File: src/rmis_defs.svh
// Constants of the reset, mode and interrupt/status block: register
// offsets, field positions, masks and timing counts.
// Assumes inclusion by bare name from every design file that needs them.
`ifndef RMIS_DEFS_SVH
`define RMIS_DEFS_SVH

// Register offsets on the parallel port
`define RMIS_A_MMR 8'h00
`define RMIS_A_INTERRUPT_SOURCE_SUMMARY_LOW 8'h14
`define RMIS_A_INTERRUPT_SOURCE_SUMMARY_HIGH 8'h15
`define RMIS_A_SR_BASE 8'h16
`define RMIS_A_LINE_IF_CONTROL_2 8'h30
`define RMIS_A_COMMON_CONTROL_3 8'h31
`define RMIS_A_INFO_REG_FIVE 8'h32
`define RMIS_A_INFO_REG_SIX 8'h33
`define RMIS_A_SYNC_REALTIME_INFO 8'h34

// Master mode fields
`define RMIS_MMR_SRST 0
`define RMIS_MMR_E1 1
`define RMIS_MMR_TLO 2
`define RMIS_MMR_THI 3
`define RMIS_MMR_WMASK 8'h0f

// Control bits outside the master mode register
`define RMIS_LINE_IF_CONTROL_2_LINE_IF_RESET_BIT 6
`define RMIS_LINE_IF_RESET_BIT_MASK 8'h40
`define RMIS_COMMON_CONTROL_3_IRQ_PIN_DISABLE 6
`define RMIS_IRQ_PIN_DISABLE_MASK 8'h40

// Status layout: low nibble conditions, bit 1 double-edge
`define RMIS_COND_MASK 8'h0f
`define RMIS_DBL_MASK 8'h02
`define RMIS_LOS_BIT 0
`define RMIS_LOS_CLR_BIT 4
`define RMIS_LOS_REG 1
`define RMIS_INFO_LIVE 8'h0f
`define RMIS_NSR 9
`define RMIS_NST 11

// Timing
`define RMIS_SRST_CYC 4'h4
`define RMIS_HWRST_CYC 21'h000004
`define RMIS_LI_WAIT_MS 40
`define RMIS_CLK_KHZ 40000
`define RMIS_LI_WAIT_CYC (`RMIS_LI_WAIT_MS * `RMIS_CLK_KHZ)

`endif

File: src/rmis_if.sv
// Parallel control port between the host and the device end.
// Assumes both ends run on the same clock; pins resolve here.
`timescale 1ns/1ps
interface rmis_if;
  logic [7:0] addr;
  logic [7:0] wdata;
  logic wr;
  logic rd;
  logic hw_chip_reset_pin_n;
  logic [7:0] rdata;
  logic data_oe;
  logic irq_o;
  logic irq_oe;
  logic irq_n;
  logic [7:0] data_bus;

  // Pull-ups on the shared pins
  assign irq_n = irq_oe ? irq_o : 1'b1;
  assign data_bus = data_oe ? rdata : 8'hff;

  modport dev (
    input addr, wdata, wr, rd, hw_chip_reset_pin_n,
    output rdata, data_oe, irq_o, irq_oe
  );
  modport host (
    output addr, wdata, wr, rd, hw_chip_reset_pin_n,
    input data_bus, irq_n
  );
endinterface

File: src/rmis_device.sv
// Device end: master mode, resets, latched status and interrupt logic.
// Assumes the host follows the write-then-read status protocol and that
// status sources come from logic on mclk_in.
`timescale 1ns/1ps
`include "rmis_defs.svh"
module rmis_device (
  input wire logic mclk_in,
  input wire logic rst_n_in,
  rmis_if.dev bus,
  input wire logic [71:0] sr_event_in,
  input wire logic [71:0] sr_cond_in,
  input wire logic [15:0] info_event_in,
  input wire logic [15:0] info_live_in,
  input wire logic [7:0] sync_realtime_in,
  input wire logic extra_status_source_in,
  output logic mode_e1_out,
  output logic force_tristate_out,
  output logic force_low_out,
  output logic force_high_out,
  output logic line_if_reset_out,
  output logic chip_reset_out,
  output logic extended_status_bus_irq_out,
  output logic extended_status_bus_sync_out
);

  logic hwr_s1_r, hwr_s2_r;
  logic [7:0] mmr_r, mmr_nxt;
  logic [7:0] line_if_control_2_r, line_if_control_2_nxt;
  logic [7:0] common_control_3_r, common_control_3_nxt;
  logic [3:0] srst_cnt_r, srst_cnt_nxt;
  logic [7:0] lat_r [`RMIS_NST], lat_nxt [`RMIS_NST];
  logic [7:0] rdc_r [`RMIS_NST], rdc_nxt [`RMIS_NST];
  logic [7:0] ilat_r [`RMIS_NSR], ilat_nxt [`RMIS_NSR];
  logic [7:0] imr_r [`RMIS_NSR], imr_nxt [`RMIS_NSR];
  logic [7:0] cond_d_r [`RMIS_NSR], cond_d_nxt [`RMIS_NSR];
  logic [7:0] rdata_r, rdata_nxt;
  logic rvalid_r, rvalid_nxt;
  logic line_if_reset_bit_r, line_if_reset_bit_nxt;
  logic [7:0] interrupt_source_summary_low, interrupt_source_summary_high;
  logic irq_act, clr, tri_mode;

  // Offset of status or information register k
  function automatic logic [7:0] st_addr(input int k);
    if (k < `RMIS_NSR)
      st_addr = 8'(`RMIS_A_SR_BASE + 8'(2 * k));
    else if (k == `RMIS_NSR)
      st_addr = `RMIS_A_INFO_REG_FIVE;
    else
      st_addr = `RMIS_A_INFO_REG_SIX;
  endfunction

  // Selection byte of a write aimed at one offset, zero otherwise
  function automatic logic [7:0] wsel(input logic we,
                                      input logic [7:0] a,
                                      input logic [7:0] target,
                                      input logic [7:0] d);
    wsel = (we && a == target) ? d : 8'h00;
  endfunction

  // Reset pin comes from another chip, so it is synchronised first
  always_ff @(posedge mclk_in)
  begin
    if (!rst_n_in)
    begin
      hwr_s1_r <= 1'b1;
      hwr_s2_r <= 1'b1;
    end
    else
    begin
      hwr_s1_r <= bus.hw_chip_reset_pin_n;
      hwr_s2_r <= hwr_s1_r;
    end
  end

  // Interrupt summary and pin request
  always_comb
  begin
    interrupt_source_summary_low = 8'h00;
    for (int k = 0; k < 8; k++)
      interrupt_source_summary_low[k] = |(ilat_r[k] & imr_r[k]);
    interrupt_source_summary_high = {6'h00, extra_status_source_in,
            |(ilat_r[8] & imr_r[8])};
    irq_act = (|interrupt_source_summary_low || |interrupt_source_summary_high) && !common_control_3_r[`RMIS_COMMON_CONTROL_3_IRQ_PIN_DISABLE];
  end

  // Next state of every register and of the read path
  always_comb
  begin
    logic [7:0] sel;
    logic [7:0] cond;
    logic [7:0] evt;
    logic [7:0] rise;
    logic [7:0] fall;
    sel = 8'h00;
    cond = 8'h00;
    evt = 8'h00;
    rise = 8'h00;
    fall = 8'h00;
    mmr_nxt = mmr_r;
    line_if_control_2_nxt = line_if_control_2_r;
    common_control_3_nxt = common_control_3_r;
    srst_cnt_nxt = srst_cnt_r;
    line_if_reset_bit_nxt = 1'b0;
    clr = !hwr_s2_r || (srst_cnt_r != 4'h0);
    // Status registers with masks
    for (int k = 0; k < `RMIS_NSR; k++)
    begin
      sel = wsel(bus.wr, bus.addr, st_addr(k), bus.wdata);
      cond = sr_cond_in[k*8 +: 8] & `RMIS_COND_MASK;
      evt = sr_event_in[k*8 +: 8] & ~`RMIS_COND_MASK;
      if (k == `RMIS_LOS_REG)
        evt[`RMIS_LOS_CLR_BIT] = evt[`RMIS_LOS_CLR_BIT] |
          (cond_d_r[k][`RMIS_LOS_BIT] & ~cond[`RMIS_LOS_BIT]);
      rise = cond & ~cond_d_r[k];
      fall = ~cond & cond_d_r[k] & `RMIS_DBL_MASK;
      // New events win over a clear in the same cycle
      lat_nxt[k] = (lat_r[k] & ~sel) | evt | cond;
      rdc_nxt[k] = (rdc_r[k] & ~sel) | (lat_r[k] & sel);
      ilat_nxt[k] = (ilat_r[k] & ~sel) | evt | rise | fall;
      cond_d_nxt[k] = cond;
      imr_nxt[k] = imr_r[k];
      if (bus.wr && bus.addr == 8'(st_addr(k) + 8'h01))
        imr_nxt[k] = bus.wdata;
    end
    // Information registers: latched, no interrupt path
    for (int k = `RMIS_NSR; k < `RMIS_NST; k++)
    begin
      sel = wsel(bus.wr, bus.addr, st_addr(k), bus.wdata);
      evt = info_event_in[(k - `RMIS_NSR)*8 +: 8] & ~`RMIS_INFO_LIVE;
      lat_nxt[k] = (lat_r[k] & ~sel) | evt;
      rdc_nxt[k] = (rdc_r[k] & ~sel) | (lat_r[k] & sel);
    end
    // Control registers
    if (bus.wr && bus.addr == `RMIS_A_MMR)
    begin
      mmr_nxt = bus.wdata & `RMIS_MMR_WMASK;
      if (bus.wdata[`RMIS_MMR_SRST] && !mmr_r[`RMIS_MMR_SRST])
        srst_cnt_nxt = `RMIS_SRST_CYC;
    end
    if (bus.wr && bus.addr == `RMIS_A_LINE_IF_CONTROL_2)
    begin
      line_if_control_2_nxt = bus.wdata;
      line_if_reset_bit_nxt = bus.wdata[`RMIS_LINE_IF_CONTROL_2_LINE_IF_RESET_BIT] &&
                  !line_if_control_2_r[`RMIS_LINE_IF_CONTROL_2_LINE_IF_RESET_BIT];
    end
    if (bus.wr && bus.addr == `RMIS_A_COMMON_CONTROL_3)
      common_control_3_nxt = bus.wdata;
    if (srst_cnt_r != 4'h0)
      srst_cnt_nxt = srst_cnt_r - 4'h1;
    // Chip reset holds everything clear; soft bit stays up until the
    // last clearing cycle so software can poll for completion
    if (clr)
    begin
      mmr_nxt = 8'h00;
      mmr_nxt[`RMIS_MMR_SRST] = hwr_s2_r && (srst_cnt_r > 4'h1);
      if (!hwr_s2_r)
        srst_cnt_nxt = 4'h0;
      line_if_control_2_nxt = 8'h00;
      common_control_3_nxt = 8'h00;
      line_if_reset_bit_nxt = 1'b0;
      lat_nxt = '{default: 8'h00};
      rdc_nxt = '{default: 8'h00};
      ilat_nxt = '{default: 8'h00};
      imr_nxt = '{default: 8'h00};
      cond_d_nxt = '{default: 8'h00};
    end
    // Read path stays alive during reset for polling
    rvalid_nxt = bus.rd;
    rdata_nxt = 8'h00;
    if (bus.rd)
    begin
      case (bus.addr)
        `RMIS_A_MMR: rdata_nxt = mmr_r;
        `RMIS_A_INTERRUPT_SOURCE_SUMMARY_LOW: rdata_nxt = interrupt_source_summary_low;
        `RMIS_A_INTERRUPT_SOURCE_SUMMARY_HIGH: rdata_nxt = interrupt_source_summary_high;
        `RMIS_A_LINE_IF_CONTROL_2: rdata_nxt = line_if_control_2_r;
        `RMIS_A_COMMON_CONTROL_3: rdata_nxt = common_control_3_r;
        `RMIS_A_SYNC_REALTIME_INFO: rdata_nxt = sync_realtime_in;
        default: rdata_nxt = 8'h00;
      endcase
      for (int k = 0; k < `RMIS_NSR; k++)
      begin
        if (bus.addr == st_addr(k))
          rdata_nxt = rdc_r[k];
        if (bus.addr == 8'(st_addr(k) + 8'h01))
          rdata_nxt = imr_r[k];
      end
      for (int k = `RMIS_NSR; k < `RMIS_NST; k++)
        if (bus.addr == st_addr(k))
          rdata_nxt = (rdc_r[k] & ~`RMIS_INFO_LIVE) |
            (info_live_in[(k - `RMIS_NSR)*8 +: 8] &
             `RMIS_INFO_LIVE);
    end
  end

  // Register stage; power-up reset clears the whole space
  always_ff @(posedge mclk_in)
  begin
    if (!rst_n_in)
    begin
      mmr_r <= 8'h00;
      line_if_control_2_r <= 8'h00;
      common_control_3_r <= 8'h00;
      srst_cnt_r <= 4'h0;
      rdata_r <= 8'h00;
      rvalid_r <= 1'b0;
      line_if_reset_bit_r <= 1'b0;
      lat_r <= '{default: 8'h00};
      rdc_r <= '{default: 8'h00};
      ilat_r <= '{default: 8'h00};
      imr_r <= '{default: 8'h00};
      cond_d_r <= '{default: 8'h00};
    end
    else
    begin
      mmr_r <= mmr_nxt;
      line_if_control_2_r <= line_if_control_2_nxt;
      common_control_3_r <= common_control_3_nxt;
      srst_cnt_r <= srst_cnt_nxt;
      rdata_r <= rdata_nxt;
      rvalid_r <= rvalid_nxt;
      line_if_reset_bit_r <= line_if_reset_bit_nxt;
      lat_r <= lat_nxt;
      rdc_r <= rdc_nxt;
      ilat_r <= ilat_nxt;
      imr_r <= imr_nxt;
      cond_d_r <= cond_d_nxt;
    end
  end

  // Test modes override the pins; tri-state also frees the data bus.
  // In normal mode the pin is open drain, so only the enable carries
  // the request; the forced levels drive it whatever is pending.
  assign tri_mode = mmr_r[`RMIS_MMR_TLO] && !mmr_r[`RMIS_MMR_THI];
  assign bus.irq_o = mmr_r[`RMIS_MMR_THI] && mmr_r[`RMIS_MMR_TLO];
  assign bus.irq_oe = mmr_r[`RMIS_MMR_THI] ||
                      (!mmr_r[`RMIS_MMR_TLO] && irq_act);

  // Outputs
  assign bus.rdata = rdata_r;
  assign bus.data_oe = rvalid_r && !tri_mode;
  assign mode_e1_out = mmr_r[`RMIS_MMR_E1];
  assign force_tristate_out = tri_mode;
  assign force_low_out = mmr_r[`RMIS_MMR_THI] && !mmr_r[`RMIS_MMR_TLO];
  assign force_high_out = mmr_r[`RMIS_MMR_THI] && mmr_r[`RMIS_MMR_TLO];
  assign line_if_reset_out = line_if_reset_bit_r;
  assign chip_reset_out = clr;
  assign extended_status_bus_irq_out = |interrupt_source_summary_low || |interrupt_source_summary_high;
  assign extended_status_bus_sync_out = !cond_d_r[`RMIS_LOS_REG][`RMIS_LOS_BIT];

endmodule // rmis_device

File: src/flat_wrapper.sv
// flat-port wrapper written by rule: the top's interface ports become plain ports
module rmis_device_flat 
  (mclk_in, rst_n_in, sr_event_in, sr_cond_in, info_event_in, info_live_in, sync_realtime_in, extra_status_source_in, mode_e1_out, force_tristate_out, force_low_out, force_high_out, line_if_reset_out, chip_reset_out, extended_status_bus_irq_out, extended_status_bus_sync_out, bus_addr, bus_wdata, bus_wr, bus_rd, bus_hw_chip_reset_pin_n, bus_rdata, bus_data_oe, bus_irq_o, bus_irq_oe);
  rmis_if bus_i ();
  input wire logic mclk_in;
  input wire logic rst_n_in;
  input wire logic [71:0] sr_event_in;
  input wire logic [71:0] sr_cond_in;
  input wire logic [15:0] info_event_in;
  input wire logic [15:0] info_live_in;
  input wire logic [7:0] sync_realtime_in;
  input wire logic extra_status_source_in;
  output logic mode_e1_out;
  output logic force_tristate_out;
  output logic force_low_out;
  output logic force_high_out;
  output logic line_if_reset_out;
  output logic chip_reset_out;
  output logic extended_status_bus_irq_out;
  output logic extended_status_bus_sync_out;
  input wire logic [$bits(bus_i.addr)-1:0] bus_addr;
  input wire logic [$bits(bus_i.wdata)-1:0] bus_wdata;
  input wire logic [$bits(bus_i.wr)-1:0] bus_wr;
  input wire logic [$bits(bus_i.rd)-1:0] bus_rd;
  input wire logic [$bits(bus_i.hw_chip_reset_pin_n)-1:0] bus_hw_chip_reset_pin_n;
  output wire logic [$bits(bus_i.rdata)-1:0] bus_rdata;
  output wire logic [$bits(bus_i.data_oe)-1:0] bus_data_oe;
  output wire logic [$bits(bus_i.irq_o)-1:0] bus_irq_o;
  output wire logic [$bits(bus_i.irq_oe)-1:0] bus_irq_oe;
  assign bus_i.addr = bus_addr;
  assign bus_i.wdata = bus_wdata;
  assign bus_i.wr = bus_wr;
  assign bus_i.rd = bus_rd;
  assign bus_i.hw_chip_reset_pin_n = bus_hw_chip_reset_pin_n;
  assign bus_rdata = bus_i.rdata;
  assign bus_data_oe = bus_i.data_oe;
  assign bus_irq_o = bus_i.irq_o;
  assign bus_irq_oe = bus_i.irq_oe;
  rmis_device u_core (.mclk_in(mclk_in), .rst_n_in(rst_n_in), .bus(bus_i), .sr_event_in(sr_event_in), .sr_cond_in(sr_cond_in), .info_event_in(info_event_in), .info_live_in(info_live_in), .sync_realtime_in(sync_realtime_in), .extra_status_source_in(extra_status_source_in), .mode_e1_out(mode_e1_out), .force_tristate_out(force_tristate_out), .force_low_out(force_low_out), .force_high_out(force_high_out), .line_if_reset_out(line_if_reset_out), .chip_reset_out(chip_reset_out), .extended_status_bus_irq_out(extended_status_bus_irq_out), .extended_status_bus_sync_out(extended_status_bus_sync_out));
endmodule
File: config.mk
export PLATFORM = sky130hd
export DESIGN_NAME = rmis_device_flat
export DESIGN_NICKNAME = d
export VERILOG_FILES = /design/src/rmis_if.sv /design/src/rmis_device.sv /design/src/flat_wrapper.sv
export VERILOG_INCLUDE_DIRS = /design/src
export SDC_FILE = /design/constraint.sdc
export NUM_CORES = 1
export LEC_CHECK = 0
export BUFFER_PORTS_ARGS = -buffer_cell sky130_fd_sc_hd__buf_2
export CAP_MARGIN = 40
export CORE_ASPECT_RATIO = 0.9
export CORE_MARGIN = 5
export CORE_UTILIZATION = 50
export CTS_CLUSTER_SIZE = 20
export DETAILED_ROUTE_END_ITERATION = 6
export GPL_TIMING_DRIVEN = 0
export PLACE_DENSITY = 0.71
export SKIP_LAST_GASP = 1
export SLEW_MARGIN = 0
export SYNTH_ARGS = -nofsm -noshare
export SYNTH_HDL_FRONTEND = slang
export SYNTH_SLANG_ARGS = --single-unit
File: constraint.sdc
create_clock -name mclk_in -period 4.8 [get_ports mclk_in]
set_input_delay 0.96 -clock mclk_in [delete_from_list [all_inputs] [get_ports mclk_in]]
set_output_delay 0.96 -clock mclk_in [all_outputs]
set_load 0.1 [all_outputs]
==> impl_metrics.csv <==
group,metric,value,unit
cells_and_area,area_delta_synth_final,17.8,%
cts,clock-sinks,376,
die,die-height,178,um
min_path,worstHoldPathType,"reg -> reg",
timing,slew_headroom,36.3,%
cells_and_area,nets,2348,
power,combPwrFrac,21.6,%
cts,path_clk_slew,0.06,ns
synthesis,synth_most_common_cell,"dfxtp_1",
placement,gp_congestion,1.02,
timing,fmax,254,MHz
cells_and_area,n_antenna_cell,0,
die,row_count,61,
synthesis,netlist_area,15700,um2
synthesis,ys.flop_type,"dfxtp_1",
run_status,status,"finished, final reports clean",
die,ioPinCount,225,
routing,drt_iter0_markers,1927,
cts,cts_buffer_depth,3,
placement,dp_hpwl,54000,um
critical_path,regToRegEndpoint,"u_core.common_control_3_r[0]$_SDFFE_PP0P_",
critical_path,rr_worst_depth,11,
synthesis,yosysTopAreaCellShare,47.8,%
timing,worstMarginPinSlew,0.955,ns
cells_and_area,drive_above_1_share,13.5,%
timing,fin_crit,3.94,ns
routing,drc,0,
cts,cts_buffers,37,
critical_path,crit_path_end,"bus_irq_oe",
cts,cts_root_buffer,"clkbuf_16",
power,pwr-share-clk,33.3,%
timing,hold_viol,0,
routing,ant_nets,0,
synthesis,ys_ff_latch,376,
timing,setup_viol,0,
cts,clk_latency,0.55,ns
timing,slew_violations,0,
timing,rsz0062_at_grt,"false",
critical_path,arrival,2.98,ns
routing,firstDrtPassIters,6,
synthesis,async_flop_share,0,%
placement,portBuffers,131,
power,power.leakage,6.83,nW
critical_path,path_class,"reg -> out",
power,seqPwrFrac,45.2,%
routing,met3WireLength,8800,um
routing,vias,16300,
min_path,whs_path_depth,1,
cts,cts_tree,"done",
critical_path,crit-reg2reg-launch,"u_core.srst_cnt_r[0]$_SDFF_PN0_",
critical_path,critPathLaunch,"u_core.ilat_r[16]$_SDFF_PP0_",
cts,cts_setup_buffers,0,
synthesis,syn_nets,2145,
timing,min_period_over_period,82.1,%
synthesis,synth_cell_types,75,
synthesis,syn_area_per_cell,8.13,um2
power,p_int,5.84,mW
cells_and_area,fillCellCount,2817,
synthesis,synth_area_leader_cell,"dfxtp_1",
global_routing,grt_pass1_vias,15500,
timing,skew,0.0102,ns
routing,wl_per_cell,27.5,um
routing,via_per_inst,6.35,
critical_path,cp.required,3.84,ns
timing,tns,0,ns
cts,hold_buffers,0,
job,cap_violations,0,
global_routing,grt_antenna_before_repair,1,
critical_path,rrSetupSlack,1.60,ns
critical_path,cp_max_fo,2,
cts,htreeDepth,2,
power,switchingPower,2.88,mW
synthesis,yosysSeqAreaShare,47.8,%
global_routing,grt_pass1_wl,102000,um
cts,cts_resized,0,
power,powerDensity,471,nW/um2
synthesis,syn_inst,1937,
die,fp.dieArea,35100,um2
routing,routed_wl,70800,um
global_routing,grt_max_degree,15,
timing,timing.hold.ws,0.411,ns
global_routing,globalRouteOverflowTotal,0,
critical_path,crit_path_end_kind,"primary output",
routing,wl_met1,29400,um
die,start_util,50.8,%
synthesis,synth_edf_count,0,
die,coreArea,31000,um2
power,swShare,33.0,%
global_routing,track_usage,39.3,%
power,peakVddDrop,0.369,mV
critical_path,start_kind,"flip-flop",
synthesis,synth_area_leaders,"dfxtp_1 (48%), a21oi_1 (11%), nand2_1 (6.9%)",
die,die_w,197,um
routing,top_layer,"met5",
routing,met2_length,28800,um
synthesis,ys_top_cells_by_count,"dfxtp_1 (376), a21oi_1 (333), nand2_1 (290)",
synthesis,yosysWarnings,0,
[through the flow]
stage / setup slack [ns] / instance area, um2 / utilization [%] / std cells / total power, mW
6_report: 0.857 / 18500 / 59.8 / 2572 / 8.73
5_1_grt: 0.904 / 18500 / 59.8 / 2572 / 9.03
4_1_cts: 0.967 / 18500 / 59.8 / 2572 / 8.67
3_5_place_dp: 0.756 / 17400 / 56.0 / 2510 / 5.80
3_3_place_gp: 0.488 / 16900 / 54.6 / 2477 / 5.63
2_1_floorplan: 1.11 / 15700 / - / 1937 / 4.89
[worst min-delay path by stage]
stage                               start                         end  slack (ns)
6_report       u_core.hwr_s1_r$_SDFF_PN1_  u_core.hwr_s2_r$_SDFF_PN1_        0.41
5_1_grt        u_core.hwr_s1_r$_SDFF_PN1_  u_core.hwr_s2_r$_SDFF_PN1_        0.45
4_1_cts        u_core.hwr_s1_r$_SDFF_PN1_  u_core.hwr_s2_r$_SDFF_PN1_        0.41
3_5_place_dp   u_core.hwr_s1_r$_SDFF_PN1_  u_core.hwr_s2_r$_SDFF_PN1_        0.40
3_3_place_gp   u_core.hwr_s1_r$_SDFF_PN1_  u_core.hwr_s2_r$_SDFF_PN1_        0.41
2_1_floorplan  u_core.hwr_s1_r$_SDFF_PN1_  u_core.hwr_s2_r$_SDFF_PN1_        0.39
[layout by cell type, fill, tap and decap left out, types with 7 or more instances in the layout]
cell,count
a21o_1,7
a21oi_1,333
a22o_1,7
a22oi_1,42
a31oi_1,14
and2_1,40
buf_1,12
buf_2,163
buf_6,14
buf_8,21
clkbuf_1,89
clkbuf_16,39
dfxtp_1,376
inv_1,9
mux2_2,8
mux2i_1,50
nand2_1,290
nand2b_1,10
nand3_1,104
nand4_1,12
nor2_1,219
nor2b_1,40
nor3_1,16
o211ai_1,8
o21ai_0,89
o22ai_1,8
xor2_1,9
[metal layers]
layer / up-vias / global-route usage [%]
met5: - / 0
met4: 2 / 18.3
met3: 238 / 10.9
met2: 1084 / 56.3
met1: 7811 / 54.9
li1: 7205 / -
[power groups by stage]
stage	combinational [mW]	clock, mW	sequential [mW]
6_report	1.88	2.91	3.94
5_1_grt	1.99	3.06	3.98
4_1_cts	1.82	2.92	3.93
2_1_floorplan	1.00	0	3.89
3_3_place_gp	1.66	0	3.97
3_5_place_dp	1.81	0	3.99
[area by class of cell]
type	count	area (um2)	share of cell area [%]
timing repair buffer	164	1100	5.93
sequential	376	7530	40.6
buffer	131	577	3.11
tap	409	512	2.76
clock inverter	8	97.6	0.526
multi-input combinational	1419	7600	41.0
clock buffer	54	1080	5.84
inverter	11	41.3	0.223
[logic make-up (layout without fill, tap and decap cells)]
family	count (synthesis)	count (layout)	synth area share, %
simple gates	775	775	22.4
compound gates	573	573	21.1
flops	376	376	47.8
buf+inv	142	368	3.93
mux	60	60	4.04
xor+xnor	9	9	0.501
fa+ha+maj	2	2	0.159
[worst max-delay path: stages (launching register included)]
cell     delay, ns
dfxtp_1       0.33
a22oi_1       0.25
nand4_1       0.44
nor4_1        0.61
nand3_1       0.29
a21o_1        0.23
buf_2         0.29
(Power assumes the default switching activity.)
